**src/pkg/vcr_defines.vh**
```
// constants of the capability register bank: indices, field layout, masks
// assumes inclusion by bare name from rtl files only
`ifndef VCR_DEFINES_VH
`define VCR_DEFINES_VH

// ****************************************
// register indices
// ****************************************
`define VCR_IDX_CR0_MB1 32'h0000_0486
`define VCR_IDX_CR0_MAY1 32'h0000_0487
`define VCR_IDX_CR4_MB1 32'h0000_0488
`define VCR_IDX_CR4_MAY1 32'h0000_0489
`define VCR_IDX_FIELD_LIM 32'h0000_048a
`define VCR_IDX_TRANS_CAP 32'h0000_048c
`define VCR_IDX_GFUNC 32'h0000_0491

// ****************************************
// field-encoding layout
// ****************************************
`define VCR_ENC_RSVD_HI 31
`define VCR_ENC_RSVD_LO 15
`define VCR_ENC_WID_HI 14
`define VCR_ENC_WID_LO 13
`define VCR_ENC_RSVD12 12
`define VCR_ENC_TYPE_HI 11
`define VCR_ENC_TYPE_LO 10
`define VCR_ENC_IDX_HI 9
`define VCR_ENC_IDX_LO 1
`define VCR_ENC_ACC 0
`define VCR_WID_16 2'h0
`define VCR_TYPE_CTRL 2'h0
`define VCR_IDX_TAG 9'h000
`define VCR_IDX_NOTIFY 9'h001
`define VCR_IDX_LISTIDX 9'h002

// ****************************************
// capability bit positions and masks
// ****************************************
`define VCR_CAP_EXEC_ONLY 0
`define VCR_CAP_WALK4 6
`define VCR_CAP_UC 8
`define VCR_CAP_WB 14
`define VCR_CAP_2M 16
`define VCR_CAP_1G 17
`define VCR_CAP_TINV 20
`define VCR_CAP_AD 21
`define VCR_CAP_ADVEXIT 22
`define VCR_CAP_TINV_SINGLE 25
`define VCR_CAP_TINV_ALL 26
`define VCR_CAP_GINV 32
`define VCR_CAP_GINV_ADDR 40
`define VCR_CAP_GINV_SINGLE 41
`define VCR_CAP_GINV_ALL 42
`define VCR_CAP_GINV_KEEPG 43
`define VCR_TRANS_CAP_MASK 64'h0000_0f01_0673_4141
`define VCR_FIELD_LIM_MASK 64'h0000_0000_0000_03fe
`define VCR_TE_EXEC_BIT 2
`define VCR_TE_UFETCH_BIT 10

`endif

```
**src/rtl/vcr_field_decode.v**
```verilog
// decoder for 32-bit structure field encodings, 16-bit control group
// assumes a one-cycle request pulse from logic on the same clock
`include "vcr_defines.vh"
`default_nettype none

module vcr_field_decode (
    // clock and reset
    input wire clk,
    input wire arst_n,
    // request
    input wire encReq,
    input wire [31:0] enc,
    // which optional fields exist
    input wire supTag,
    input wire supNotify,
    input wire supListIdx,
    // answer
    output reg decDone_q,
    output reg decValid_q,
    output reg [2:0] decSel_q
);

    reg [2:0] sel;
    reg ok;

    // layout check, then index lookup gated by existence
    always @* begin
        sel = 3'h0;
        ok = 1'b0;
        if (enc[`VCR_ENC_RSVD_HI:`VCR_ENC_RSVD_LO] == 17'h00000 && !enc[`VCR_ENC_RSVD12]
            && enc[`VCR_ENC_WID_HI:`VCR_ENC_WID_LO] == `VCR_WID_16
            && !enc[`VCR_ENC_ACC]
            && enc[`VCR_ENC_TYPE_HI:`VCR_ENC_TYPE_LO] == `VCR_TYPE_CTRL) begin
            if (enc[`VCR_ENC_IDX_HI:`VCR_ENC_IDX_LO] == `VCR_IDX_TAG) begin
                sel = 3'h1;
                ok = supTag;
            end else if (enc[`VCR_ENC_IDX_HI:`VCR_ENC_IDX_LO] == `VCR_IDX_NOTIFY) begin
                sel = 3'h2;
                ok = supNotify;
            end else if (enc[`VCR_ENC_IDX_HI:`VCR_ENC_IDX_LO] == `VCR_IDX_LISTIDX) begin
                sel = 3'h4;
                ok = supListIdx;
            end
        end
    end

    // answer one cycle after the request
    always @(posedge clk or negedge arst_n) begin
        if (!arst_n) begin
            decDone_q <= 1'b0;
            decValid_q <= 1'b0;
            decSel_q <= 3'h0;
        end else begin
            decDone_q <= encReq;
            if (encReq) begin
                decValid_q <= ok;
                decSel_q <= ok ? sel : 3'h0;
            end
        end
    end

endmodule // vcr_field_decode

`default_nettype wire

```
**src/rtl/vcr_capability_bank.v**
```verilog
// read-only capability register bank for hardware virtualization support
// assumes requests come from core logic on the same clock as one-cycle pulses
`include "vcr_defines.vh"
`default_nettype none

module vcr_capability_bank #(
    // fixed-bit masks, implementation values
    parameter [63:0] CR0_MB1 = 64'h0000_0000_0000_0021,
    parameter [63:0] CR0_MAY1 = 64'h0000_0000_ffff_ffff,
    parameter [63:0] CR4_MB1 = 64'h0000_0000_0000_2000,
    parameter [63:0] CR4_MAY1 = 64'h0000_0000_003f_ffff,
    // highest field index in use
    parameter [8:0] FIELD_INDEX_MAX = 9'h017,
    // allowed guest-function controls
    parameter [63:0] GFUNC_ALLOWED = 64'h0000_0000_0000_0001,
    // control support that decides register and field existence
    parameter PRI_ACT_SEC = 1'b1,
    parameter SEC_TRANS = 1'b1,
    parameter SEC_TAG = 1'b1,
    parameter SEC_GFUNC = 1'b1,
    parameter SEC_POSTED = 1'b1,
    parameter SEC_VE = 1'b1,
    // translation and tag features
    parameter HAS_EXEC_ONLY = 1'b1,
    parameter HAS_WALK4 = 1'b1,
    parameter HAS_UC = 1'b1,
    parameter HAS_WB = 1'b1,
    parameter HAS_2M = 1'b1,
    parameter HAS_1G = 1'b0,
    parameter HAS_TINV = 1'b1,
    parameter HAS_TINV_SINGLE = 1'b1,
    parameter HAS_TINV_ALL = 1'b1,
    parameter HAS_AD = 1'b1,
    parameter HAS_ADVEXIT = 1'b1,
    parameter HAS_GINV = 1'b1,
    parameter HAS_GINV_ADDR = 1'b1,
    parameter HAS_GINV_SINGLE = 1'b1,
    parameter HAS_GINV_ALL = 1'b1,
    parameter HAS_GINV_KEEPG = 1'b1
) (
    // clock and reset
    input wire clk,
    input wire arst_n,
    // register read
    input wire rdReq,
    input wire [31:0] rdIndex,
    output reg rdDone_q,
    output reg rdFault_q,
    output reg [63:0] rdData_q,
    // register write attempt
    input wire wrReq,
    input wire [31:0] wrIndex,
    output reg wrDone_q,
    output reg wrFault_q,
    // control-register value adjustment
    input wire crReq,
    input wire crSelFour,
    input wire [63:0] crValue,
    input wire virtActive,
    output reg crDone_q,
    output reg [63:0] crOut_q,
    output reg crAdjusted_q,
    // guest entry check of guest-function controls
    input wire entryReq,
    input wire [63:0] gfuncCtrl,
    input wire actSecondary,
    input wire enableFunctions,
    output reg entryDone_q,
    output reg entryFail_q,
    // translation entry permission check
    input wire teReq,
    input wire [10:0] teBits,
    input wire modeBasedExec,
    output reg teDone_q,
    output reg teAccept_q,
    // violation exit information
    input wire violEvent,
    output reg advExitInfo_q,
    // field encoding decode
    input wire encReq,
    input wire [31:0] enc,
    output wire decDone_q,
    output wire decValid_q,
    output wire [2:0] decSel_q
);

    // ****************************************
    // helpers
    // ****************************************

    // apply a must/may pair to a proposed value
    function [63:0] forceBits;
        input [63:0] val;
        input [63:0] mb1;
        input [63:0] may1;
        begin
            forceBits = (val | mb1) & may1;
        end
    endfunction

    // match against a register index
    function isIdx;
        input [31:0] idx;
        input [31:0] refIdx;
        begin
            isIdx = (idx == refIdx);
        end
    endfunction

    // ****************************************
    // constant register contents
    // ****************************************

    // a must-be-one bit outside may-be-one would be contradictory, so clip it
    wire [63:0] cr0Mb1 = CR0_MB1 & CR0_MAY1;
    wire [63:0] cr4Mb1 = CR4_MB1 & CR4_MAY1;
    wire [63:0] cr0May1 = CR0_MAY1;
    wire [63:0] cr4May1 = CR4_MAY1;

    // index sits one place up, bit 0 and upper bits read zero
    wire [63:0] fieldLim = {54'h0, FIELD_INDEX_MAX, 1'b0} & `VCR_FIELD_LIM_MASK;

    // assemble feature bits one by one
    reg [63:0] transRaw;
    always @* begin
        transRaw = 64'h0;
        transRaw[`VCR_CAP_EXEC_ONLY] = HAS_EXEC_ONLY;
        transRaw[`VCR_CAP_WALK4] = HAS_WALK4;
        transRaw[`VCR_CAP_UC] = HAS_UC;
        transRaw[`VCR_CAP_WB] = HAS_WB;
        transRaw[`VCR_CAP_2M] = HAS_2M;
        transRaw[`VCR_CAP_1G] = HAS_1G;
        transRaw[`VCR_CAP_TINV] = HAS_TINV;
        transRaw[`VCR_CAP_TINV_SINGLE] = HAS_TINV_SINGLE;
        transRaw[`VCR_CAP_TINV_ALL] = HAS_TINV_ALL;
        transRaw[`VCR_CAP_AD] = HAS_AD;
        transRaw[`VCR_CAP_ADVEXIT] = HAS_ADVEXIT;
        transRaw[`VCR_CAP_GINV] = HAS_GINV;
        transRaw[`VCR_CAP_GINV_ADDR] = HAS_GINV_ADDR;
        transRaw[`VCR_CAP_GINV_SINGLE] = HAS_GINV_SINGLE;
        transRaw[`VCR_CAP_GINV_ALL] = HAS_GINV_ALL;
        transRaw[`VCR_CAP_GINV_KEEPG] = HAS_GINV_KEEPG;
    end

    // reserved positions forced low whatever the parameters say
    wire [63:0] transCap = transRaw & `VCR_TRANS_CAP_MASK;

    // existence of the optional registers
    wire transExists = PRI_ACT_SEC & (SEC_TRANS | SEC_TAG);
    wire gfuncExists = PRI_ACT_SEC & SEC_GFUNC;
    // an absent register allows nothing
    wire [63:0] gfuncCap = gfuncExists ? GFUNC_ALLOWED : 64'h0;

    // ****************************************
    // register read and write
    // ****************************************

    reg [63:0] rdData_d;
    reg rdFault_d;

    // index decode; absent and unknown indices fault with zero data
    always @* begin
        rdData_d = 64'h0;
        rdFault_d = 1'b0;
        if (isIdx(rdIndex, `VCR_IDX_CR0_MB1)) begin
            rdData_d = cr0Mb1;
        end else if (isIdx(rdIndex, `VCR_IDX_CR0_MAY1)) begin
            rdData_d = cr0May1;
        end else if (isIdx(rdIndex, `VCR_IDX_CR4_MB1)) begin
            rdData_d = cr4Mb1;
        end else if (isIdx(rdIndex, `VCR_IDX_CR4_MAY1)) begin
            rdData_d = cr4May1;
        end else if (isIdx(rdIndex, `VCR_IDX_FIELD_LIM)) begin
            rdData_d = fieldLim;
        end else if (isIdx(rdIndex, `VCR_IDX_TRANS_CAP) && transExists) begin
            rdData_d = transCap;
        end else if (isIdx(rdIndex, `VCR_IDX_GFUNC) && gfuncExists) begin
            rdData_d = gfuncCap;
        end else begin
            rdFault_d = 1'b1;
        end
    end

    // read answer one cycle after the request, data held until next read
    always @(posedge clk or negedge arst_n) begin
        if (!arst_n) begin
            rdDone_q <= 1'b0;
            rdFault_q <= 1'b0;
            rdData_q <= 64'h0;
        end else begin
            rdDone_q <= rdReq;
            if (rdReq) begin
                rdFault_q <= rdFault_d;
                rdData_q <= rdData_d;
            end
        end
    end

    // every write is refused; contents are constants and never change
    always @(posedge clk or negedge arst_n) begin
        if (!arst_n) begin
            wrDone_q <= 1'b0;
            wrFault_q <= 1'b0;
        end else begin
            wrDone_q <= wrReq;
            wrFault_q <= wrReq;
        end
    end

    // ****************************************
    // control-register adjustment
    // ****************************************

    reg [63:0] crNew;

    // masks only bite while virtualization is active
    always @* begin
        crNew = crValue;
        if (virtActive) begin
            if (crSelFour) begin
                crNew = forceBits(crValue, cr4Mb1, cr4May1);
            end else begin
                crNew = forceBits(crValue, cr0Mb1, cr0May1);
            end
        end
    end

    // adjusted value and a flag when any bit was overridden
    always @(posedge clk or negedge arst_n) begin
        if (!arst_n) begin
            crDone_q <= 1'b0;
            crOut_q <= 64'h0;
            crAdjusted_q <= 1'b0;
        end else begin
            crDone_q <= crReq;
            if (crReq) begin
                crOut_q <= crNew;
                crAdjusted_q <= (crNew != crValue);
            end
        end
    end

    // ****************************************
    // guest entry check
    // ****************************************

    // only checked when both gating controls are set
    wire gfuncBad = |(gfuncCtrl & ~gfuncCap);
    wire entryBad = actSecondary & enableFunctions & gfuncBad;

    always @(posedge clk or negedge arst_n) begin
        if (!arst_n) begin
            entryDone_q <= 1'b0;
            entryFail_q <= 1'b0;
        end else begin
            entryDone_q <= entryReq;
            if (entryReq) begin
                entryFail_q <= entryBad;
            end
        end
    end

    // ****************************************
    // translation entry permission check
    // ****************************************

    reg teOk;

    // entries with read and write clear need a supported fetch form
    always @(*) begin
        teOk = 1'b1;
        if (teBits[1:0] == 2'h0) begin
            teOk = 1'b0;
            if (transCap[`VCR_CAP_EXEC_ONLY] && teBits[`VCR_TE_EXEC_BIT]) begin
                teOk = 1'b1;
            end else if (transCap[`VCR_CAP_EXEC_ONLY] && modeBasedExec
                         && teBits[`VCR_TE_UFETCH_BIT]) begin
                teOk = 1'b1;
            end
        end
    end

    always @(posedge clk or negedge arst_n) begin
        if (!arst_n) begin
            teDone_q <= 1'b0;
            teAccept_q <= 1'b0;
        end else begin
            teDone_q <= teReq;
            if (teReq) begin
                teAccept_q <= teOk;
            end
        end
    end

    // ****************************************
    // violation exit information
    // ****************************************

    // advanced detail only when the capability bit reads 1
    always @(posedge clk or negedge arst_n) begin
        if (!arst_n) begin
            advExitInfo_q <= 1'b0;
        end else begin
            advExitInfo_q <= violEvent & transCap[`VCR_CAP_ADVEXIT];
        end
    end

    // ****************************************
    // field encoding decode
    // ****************************************

    // each optional field follows its enabling control
    vcr_field_decode u_decode (
        .clk(clk),
        .arst_n(arst_n),
        .encReq(encReq),
        .enc(enc),
        .supTag(PRI_ACT_SEC & SEC_TAG),
        .supNotify(SEC_POSTED),
        .supListIdx(PRI_ACT_SEC & SEC_VE),
        .decDone_q(decDone_q),
        .decValid_q(decValid_q),
        .decSel_q(decSel_q)
    );

endmodule // vcr_capability_bank

`default_nettype wire

```
**config.mk**
```make
export PLATFORM = sky130hd
export DESIGN_NAME = vcr_capability_bank
export DESIGN_NICKNAME = d
export VERILOG_FILES = /design/src/rtl/vcr_field_decode.v /design/src/rtl/vcr_capability_bank.v
export VERILOG_INCLUDE_DIRS = /design/src /design/src/pkg
export SDC_FILE = /design/constraint.sdc
export NUM_CORES = 1
export LEC_CHECK = 0
export BUFFER_PORTS_ARGS = -buffer_cell sky130_fd_sc_hd__buf_2
export CORE_AREA = 5 5 148 150
export CTS_CLUSTER_DIAMETER = 150
export DETAILED_ROUTE_END_ITERATION = 6
export DIE_AREA = 0 0 153 155
export PLACE_DENSITY_LB_ADDON = 0.1
export SLEW_MARGIN = 0
export SYNTH_ARGS = -nofsm -noshare
export SYNTH_HDL_FRONTEND = slang
export SYNTH_HIERARCHICAL = 1
export SYNTH_SLANG_ARGS = --single-unit
```
**constraint.sdc**
```tcl
create_clock -name clk -period 2.6 [get_ports clk]
set_input_delay 0 -clock clk [delete_from_list [all_inputs] [get_ports clk]]
set_output_delay 0 -clock clk [all_outputs]
set_load 0.01 [all_outputs]
```
==> metrics.txt, run 1 <==
status=complete, no violations; endpoints failing hold=0; Top FF cell, synth=dfrtp_1; ant diodes=0; Sink Count=88; VDD IR max=262 uV; Yosys top cell by area=dfrtp_1; EDFF count, synth=0; Iter 0 DRT Violations=158; number of synthesized register bits=88; CTS root buffer=clkbuf_16; Syn-to-layout area delta=61.6%; CP Cell Sequence=dlygate4sd3_1 > buf_2 > and3b_2 > a21oi_1 > or4_4 > o32ai_1 > dlygate4sd3_1; Core Rows=53; CP max-delay cell=dlygate4sd3_1; DIE HEIGHT=155 um; fin area=7210 um^2; first-pass GRT wire length=25900 um; fill count=2198; WP data required=2.87 ns; FF/Latch Area=2200 um^2; clk_lat worst skew=0.33 ns; gr usage total=0.137; Crit path largest cell delay=0.58 ns; CTS Buffer Depth=2; Max Clk Rate=0.497 GHz; CP delay by family, top=buffers and inverters; Initial Utilization=0.217; post-CTS setup buffer count=0; static leakage=3.67 nW; average vias per placed instance=approximately 4.1; initial antenna violation count=0; Ys Warns=6; Post-Synthesis Cells=447; placed cell areas=slightly above 6000 um^2; Area contributors post-synth=dfrtp_1 (49%), buf_4 (9.6%), o21ai_0 (5.6%), nand3b_1 (5.6%), nor4_1 (4.9%); Async S/R FF share, synth=1.00; Setup crit start kind=input pin; detailed placement HPWL=13100 um; Worst Hold Class=in2reg; worst setup path class=in2reg; multi-input logic area=~1700 um^2; most used cell, CP=dlygate4sd3_1; GPL Wtd Cong=between 0.8 and 0.9; placed cell count=1008; synth unique cells=47; Final Cycle Share=0.773; Synth Cell Area=4460 um^2; Total Wirelength=16700 um; WHS=0.0492 ns; total global routing overflow=0; Antenna Nets Post-Route=0; residual DRC count=0; via count=4548; syn_area_per_cell=approximately 10 um^2; Seq/Total Area, Yosys=0.494; Worst EP arrival=2.28 ns; largest net degree at the start of global routing=44; minimum clock period=2.01 ns; Final nets=1073; CTS buffer count=9; PD cells=roughly 500 nW/um^2; top-area cell type share of the netlist area=0.494; Buf/Inv on CP=3; TNS Setup=0 ns; largest registers=crOut_q x64, rdData_q x9, u_decode/decSel_q x3; fin. max-slew vios=0; CTS tree=done; fin util=0.351; Slew Limit Headroom=0.564; Die ar.=~24000 um^2; number of H-tree levels=3; I/O pins=393; Non-Filler Instances=approximately 1100; Largest Register=crOut_q; RSZ-0062 raised after global routing=false; crit-path max FO=5; max reg flops=64; slew of the pin with the lowest slew margin=between 0.6 and 0.7 ns; CORE AREA=20600 um^2; number of global-route vias before repair=4899; Clock transition at path regs=roughly 0.060 ns; average routed wire per standard cell=15.1 um; Die X=153 um; Max Cap Viol=0; clock skew=0 ns; count of port buffers added during placement=325; layout cell share with drive strength beyond 1=0.452; endpoint class of the critical path=flop; final setup fails=0; drt pass-1 iters=4
[cells by family after synthesis]
| kind of cell | share of synthesized area |
|---|---|
| flops | 0.494 |
| buf+inv | 0.159 |
| compound gates | 0.106 |
| xor+xnor | 0.00196 |
| fa+ha+maj | 0.00224 |
| other cells | 0.00168 |
| mux | 0.0505 |
| simple gates | 0.185 |
[cells in the mapped netlist, types with 3 or more instances]
master	count
inv_1	57
nor2_1	9
nand2_1	15
clkbuf_1	12
nand4_1	7
o21ai_0	50
nor3_1	3
nor2b_1	6
buf_4	57
buf_2	4
dfrtp_1	88
nor4_1	35
mux2_2	19
nor4b_1	4
a21oi_1	6
nand3b_1	33
o32ai_1	3
a31o_2	3
[worst register-to-register path: cells and delay by family (launching register included)]
family / cells / cell delay [ns]
flops: 1 / 0.38
compound gates: 1 / 0.06
buf+inv: 2 / 0.61
[worst paths after layout]
check                                          start                    to  slack (ns)  cells after the start
max in group asynchronous                     arst_n           crOut_q[38]        1.69                      3
worst max register to register  u_decode/decSel_q[0]  u_decode/decSel_q[0]        1.43                      3
min in group asynchronous                     arst_n           crOut_q[42]        0.21                      2
worst min register to register           crOut_q[15]           crOut_q[15]        0.50                      1
worst max-delay path                          enc[1]  u_decode/decSel_q[0]        0.59                      7
worst min-delay path                    gfuncCtrl[5]           entryFail_q        0.05                      5
[per-stage QoR]
step	power, mW	setup slack, ns
2_1_floorplan	1.79	1.44
3_3_place_gp	2.13	1.17
3_5_place_dp	2.13	1.16
4_1_cts	3.66	0.605
5_1_grt	3.77	0.519
6_report	3.57	0.590
[cell usage in the layout (no fill, tap or decap), types with 3 or more instances in the layout]
cell type	n
o21ai_0	50
mux2_2	19
dlygate4sd3_1	80
nand2_1	15
dfrtp_1	88
inv_1	57
nor4_1	35
nand3b_1	33
a31o_2	3
o32ai_1	3
nor2b_1	6
a21oi_1	6
nand4_1	7
nor3_1	3
conb_1	30
nor4b_1	4
clkbuf_16	9
buf_4	7
buf_2	323
nor2_1	9
[cell type report]
class                           count  share of cell area
Clock buffer                       11              0.0323
Sequential cell                    88               0.306
Timing Repair Buffer              411               0.345
Inverter                           57              0.0297
Tap cell                          275              0.0477
Clock inverter                      4             0.00972
Multi-Input combinational cell    257               0.230
[layer usage]
layer / wire (um) / track usage / share of wire
met1: 6390 / 0.151 / 0.38
met2: 8920 / 0.258 / 0.53
met3: 1060 / 0.0303 / 0.063
met4: 345 / 0.0496 / 0.021
met5: 0 / 0 / 0
[power breakdown]
part / switching (mW) / internal (mW) / leakage, nW / total, mW
Clock: 0.541 / 0.835 / 0.149 / 1.38
Sequential: 0.0457 / 1.47 / 1.10 / 1.51
Combinational: 0.336 / 0.345 / 2.42 / 0.681
Total: 0.923 / 2.65 / 3.67 / 3.57
[timing repair]
action / 4_1_cts / 5_1_grt
gates resized for setup: 0 / 0
hold buffers: 80 / 0
hold endpoints to repair: 117 / 0
No activity file was read; power rests on OpenSTA's default activity.
==> run 2: changes to the inputs <==
==> constraint.sdc (replaced) <==
create_clock -name clk -period 2 [get_ports clk]
set_input_delay 0 -clock clk [delete_from_list [all_inputs] [get_ports clk]]
set_output_delay 0 -clock clk [all_outputs]
set_load 0.01 [all_outputs]
==> metrics.txt, run 2 (synthesis results as in run 1) <==
Final Cycle Share=0.795; fin. max-slew vios=0 (unchanged); average routed wire per standard cell=15.4 um (was 15.1 um); layout cell share with drive strength beyond 1=0.457 (was 0.452); status=complete, no violations (unchanged); worst reg2reg path startpoint=rdData_q[19] (was u_decode/decSel_q[0]); count of port buffers added during placement=325 (unchanged); Clock transition at path regs=0.07 ns (was 0.06 ns); detailed placement HPWL=13200 um (was 13100 um); largest net degree at the start of global routing=102 (was 44); RSZ-0062 raised after global routing=false (unchanged); pre-CTS setup slack=0.556 ns (was 1.16 ns); first-pass GRT wire length=26100 um (was 25900 um); Non-Filler Instances=1101 (was 1103); initial antenna violation count=1 (was 0); Core Rows=53 (unchanged); Hold Path Stages=4 (was 5); WP data required=2.21 ns (was 2.87 ns); CTS root buffer=clkbuf_16 (unchanged); commonest cells after routing, fill and taps aside=buf_2 (323), dfrtp_1 (88), dlygate4sd3_1 (77), inv_1 (57), o21ai_0 (50) (was buf_2 (323), dfrtp_1 (88), dlygate4sd3_1 (80), inv_1 (57), o21ai_0 (50)); CORE AREA=20600 um^2 (unchanged); fin area=7220 um^2 (was 7210 um^2); minimum clock period=1.59 ns; Worst EP arrival=1.80 ns (was 2.28 ns); Iter 0 DRT Violations=201 (was 158); endpoints failing hold=0 (unchanged); Die X=153 um (unchanged); r2r setup slk=1.05 ns (was 1.43 ns); average vias per placed instance=4.12 (about the same); GPL Wtd Cong=0.836 (was 0.842); RR Endpoint=rdData_q[19] (was u_decode/decSel_q[0]); largest registers=crOut_q x64, rdData_q x9, u_decode/decSel_q x3 (unchanged); Initial Utilization=0.217 (unchanged); via count=4534 (was 4548); DIE HEIGHT=155 um (unchanged); GRT busiest layer=met2 (unchanged); CTS Buffer Depth=2 (unchanged); TNS Setup=0 ns (unchanged); grt met2 use=0.254 (was 0.258); worst setup path class=in2reg (unchanged); PD cells=663 nW/um^2 (was 495 nW/um^2); slew of the pin with the lowest slew margin=1.03 ns (was 0.654 ns); gr usage total=0.138 (was 0.137); placed cell areas=6100 um^2 (about the same); Worst Reg-to-Reg Cells=2 (was 3); Total Wirelength=16900 um (was 16700 um); met3 Track Usage GR=0.0314 (was 0.0303); Slew Limit Headroom=0.313 (was 0.564); clk_lat worst skew=0.34 ns (was 0.33 ns); post-CTS setup buffer count=0 (unchanged); total global routing overflow=0 (unchanged); static leakage=3.67 nW (about the same); most common cell after layout, fill and taps aside=buf_2 (unchanged); Final nets=1069 (was 1073); I/O pins=393 (unchanged); Syn-to-layout area delta=61.9% (was 61.6%); residual DRC count=0 (unchanged); Worst Slack Setup Final=0.411 ns (was 0.590 ns); CTS buffer count=9 (unchanged); VDD IR max=308 uV (was 262 uV); met1 Use GR=0.155 (was 0.151); Max Clk Rate=0.629 GHz; drt pass-1 iters=5 (was 4); WHS Endpoint=crOut_q[5] (was entryFail_q); number of global-route vias before repair=4833 (was 4899); Hold Path Origin=crSelFour (was gfuncCtrl[5]); Die ar.=23700 um^2 (unchanged); Antenna Nets Post-Route=0 (unchanged); Sink Count=88 (unchanged); max reg flops=64 (unchanged); Setup crit start kind=input pin (unchanged); Max Cap Viol=0 (unchanged); CTS tree=done (unchanged); number of H-tree levels=3 (unchanged); final setup fails=0 (unchanged); Worst Hold Class=in2reg (unchanged); placed cell count=1007 (was 1008); crit-path max FO=2 (was 5); endpoint class of the critical path=flop (unchanged); Largest Register=crOut_q (unchanged); clock skew=0 ns (unchanged)
run 2: through the flow:
step,hold WS (ns),total power [mW],utilization
floorplan,-0.296,2.33,-
global placement,0.0631,2.76,0.297
detailed placement,0.0786,2.78,0.297
CTS,0.0238,4.87,0.351
global route,0.0520,5.04,0.351
finish,0.0390,4.79,0.351
run 2: area by class of cell:
| cell class | count | area (um^2) |
|---|---|---|
| diodes | 1 | 2.50 |
| clock buffers | 12 | 267 |
| clock inverters | 4 | 73.8 |
| fillers | 2147 | 13300 |
| inverters | 57 | 214 |
| multi-input cells | 257 | 1660 |
| flip-flops and latches | 88 | 2200 |
| well taps | 275 | 344 |
| repair buffers | 407 | 2450 |
run 2: worst max-delay path, cell delays in order:
cell           delay (ns)
dlygate4sd3_1        0.54
buf_2                0.13
nor4_1               0.51
a31oi_1              0.19
o311ai_0             0.30
o21ai_0              0.13
run 2: report_power, final:
part	internal (mW)	switching, mW	leakage, nW
clock	1.20	0.735	0.169
combinational	0.444	0.442	2.40
sequential	1.90	0.0582	1.10
run 2: worst max-delay path by stage:
| stage | to | start | depth (start not counted) |
|---|---|---|---|
| floorplan | u_decode/decSel_q[0] | enc[14] | 4 |
| global placement | u_decode/decSel_q[0] | enc[14] | 5 |
| global route | crAdjusted_q | crValue[28] | 6 |
| CTS | u_decode/decSel_q[0] | enc[1] | 7 |
| finish | crAdjusted_q | crValue[27] | 6 |
| detailed placement | u_decode/decSel_q[1] | enc[14] | 5 |
run 2: layer usage:
layer | wire length, um | part of all wire
met1 | 6610 | 0.39
met2 | 8920 | 0.53
met3 | 1030 | 0.061
met4 | 365 | 0.022
met5 | 0 | 0
run 2: timing repair:
item / 4_1_cts / 5_1_grt
hold buffers: 78 / 0
endpoints found under the hold margin: 117 / 0
resized for setup: 0 / 1
endpoints found under the setup margin: 0 / 1
==> run 3: changes to the inputs <==
==> constraint.sdc (replaced) <==
create_clock -name clk -period 1.6 [get_ports clk]
set_input_delay 0 -clock clk [delete_from_list [all_inputs] [get_ports clk]]
set_output_delay 0 -clock clk [all_outputs]
set_load 0.01 [all_outputs]
==> metrics.txt, run 3 (synthesis results as in run 1) <==
status=complete, no violations (unchanged); detailed placement HPWL=13300 um (was 13200 um); endpoints failing hold=0 (unchanged); max reg flops=64 (unchanged); Iter 0 DRT Violations=155 (was 201); GPL Wtd Cong=0.831 (was 0.836); fill count=2147 (unchanged); TNS Setup=0 ns (unchanged); Worst Hold Class=in2async (was in2reg); Worst EP arrival=1.72 ns (was 1.80 ns); layout cell share with drive strength beyond 1=0.458 (was 0.457); Initial Utilization=0.217 (unchanged); average vias per placed instance=4.17 (was 4.12); via count=4586 (was 4534); crit-path max FO=5 (was 2); Slew Limit Headroom=0.363 (was 0.313); clock skew=0 ns (unchanged); CP Cell Sequence=dlygate4sd3_1 > buf_2 > and3b_2 > a21oi_1 > or4_4 > o32ai_1 (was dlygate4sd3_1 > buf_2 > nor4_1 > a31oi_1 > o311ai_0 > o21ai_0); number of H-tree levels=3 (unchanged); fin. max-slew vios=0 (unchanged); Die ar.=23700 um^2 (unchanged); count of port buffers added during placement=325 (unchanged); residual DRC count=0 (unchanged); Worst Reg-to-Reg Cells=2 (unchanged); RSZ-0062 raised after global routing=false (unchanged); I/O pins=393 (unchanged); Crit. Startpoint=enc[1] (was crValue[27]); Max Cap Viol=0 (unchanged); CP max-delay cell=dlygate4sd3_1 (unchanged); CTS Buffer Depth=2 (unchanged); WHS=0.0324 ns (was 0.0390 ns); slew of the pin with the lowest slew margin=0.954 ns (was 1.03 ns); PD cells=801 nW/um^2 (was 663 nW/um^2); total global routing overflow=0 (unchanged); Final nets=1069 (unchanged); Core Rows=53 (unchanged); WP data required=1.84 ns (was 2.21 ns); CP endpoint=u_decode/decSel_q[0] (was crAdjusted_q); placed cell count=1007 (unchanged); number of global-route vias before repair=4910 (was 4833); static leakage=3.66 nW (was 3.67 nW); Largest Register=crOut_q (unchanged); drt pass-1 iters=4 (was 5); r2r setup slk=0.66 ns (was 1.05 ns); clk_lat worst skew=0.34 ns (about the same); CTS buffer count=9 (unchanged); CTS tree=done (unchanged); gr usage total=0.138 (about the same); Setup crit start kind=input pin (unchanged); DIE HEIGHT=155 um (unchanged); worst reg2reg path startpoint=rdData_q[19] (unchanged); Non-Filler Instances=1101 (unchanged); endpoint class of the critical path=flop (unchanged); VDD IR max=430 uV (was 308 uV); most common cell after layout, fill and taps aside=buf_2 (unchanged); Die X=153 um (unchanged); Max Clk Rate=0.673 GHz; first-pass GRT wire length=26300 um (was 26100 um); Final Cycle Share=0.929; Antenna Nets Post-Route=0 (unchanged); minimum clock period=1.49 ns; initial antenna violation count=1 (unchanged); commonest cells after routing, fill and taps aside=buf_2 (323), dfrtp_1 (88), dlygate4sd3_1 (77), inv_1 (57), o21ai_0 (50) (unchanged); Syn-to-layout area delta=62.0% (was 61.9%); CORE AREA=20600 um^2 (unchanged); average routed wire per standard cell=15.3 um (was 15.4 um); Clock transition at path regs=0.07 ns (about the same); largest net degree at the start of global routing=102 (unchanged); CTS root buffer=clkbuf_16 (unchanged); RR Endpoint=rdData_q[19] (unchanged); Crit path largest cell delay=0.54 ns (about the same); largest registers=crOut_q x64, rdData_q x9, u_decode/decSel_q x3 (unchanged); Total Wirelength=16900 um (about the same); final setup fails=0 (unchanged); Sink Count=88 (unchanged); worst setup path class=in2reg (unchanged)
run 3: metrics by stage:
step	power (mW)	utilization	setup WS (ns)	cell area (um^2)
floorplan	2.91	-	0.437	4560
global placement	3.46	0.298	0.157	6120
finish	5.78	0.351	0.114	7220
CTS	5.90	0.350	0.0148	7200
detailed placement	3.47	0.298	0.184	6120
global route	6.12	0.351	0.0444	7220
run 3: repair_timing:
action / 4_1_cts / 5_1_grt
hold endpoints to repair: 164 / 0
hold buffers: 77 / 0
endpoints found under the setup margin: 0 / 1
gates resized for setup: 0 / 3
setup buffers: 0 / 0
run 3: worst min path at each step:
stage           start             to  slack [ns]  cells after the start
6_report       arst_n    crOut_q[57]        0.03                      2
3_5_place_dp   arst_n    crOut_q[48]       -0.15                      1
3_3_place_gp   arst_n    crOut_q[48]       -0.15                      1
5_1_grt        arst_n    crOut_q[48]        0.04                      2
2_1_floorplan  arst_n  advExitInfo_q       -0.30                      0
4_1_cts        arst_n    crOut_q[48]        0.02                      2
run 3: layout make-up:
| class | count | area [um^2] | share of cell area |
|---|---|---|---|
| Tap cell | 275 | 344 | 0.0476 |
| Multi-Input combinational cell | 257 | 1670 | 0.232 |
| Clock inverter | 4 | 52.6 | 0.00728 |
| Sequential cell | 88 | 2200 | 0.305 |
| Timing Repair Buffer | 407 | 2480 | 0.343 |
| Antenna cell | 1 | 2.50 | 0.000346 |
| Clock buffer | 12 | 256 | 0.0355 |
| Inverter | 57 | 214 | 0.0296 |
run 3: metal layers:
layer	share of wire	wire, um	up-vias	track usage
met4	0.027	452	0	0.0543
met1	0.39	6550	2140	0.158
met3	0.064	1090	27	0.0350
met5	0	0	-	0
li1	-	-	2219	-
met2	0.52	8790	200	0.248
run 3: report_power, final:
group	switching [mW]	internal (mW)	leakage, nW	total [mW]
Clock	0.916	1.30	0.153	2.22
Combinational	0.551	0.562	2.41	1.11
Sequential	0.0730	2.38	1.10	2.45
Total	1.54	4.24	3.66	5.78
run 3: critical path, delay by kind of cell:
family                 cells  cell delay (ns)
buffers and inverters      2             0.69
AO/OA/AOI/OAI              2             0.30
AND/OR/NAND/NOR            2             0.73
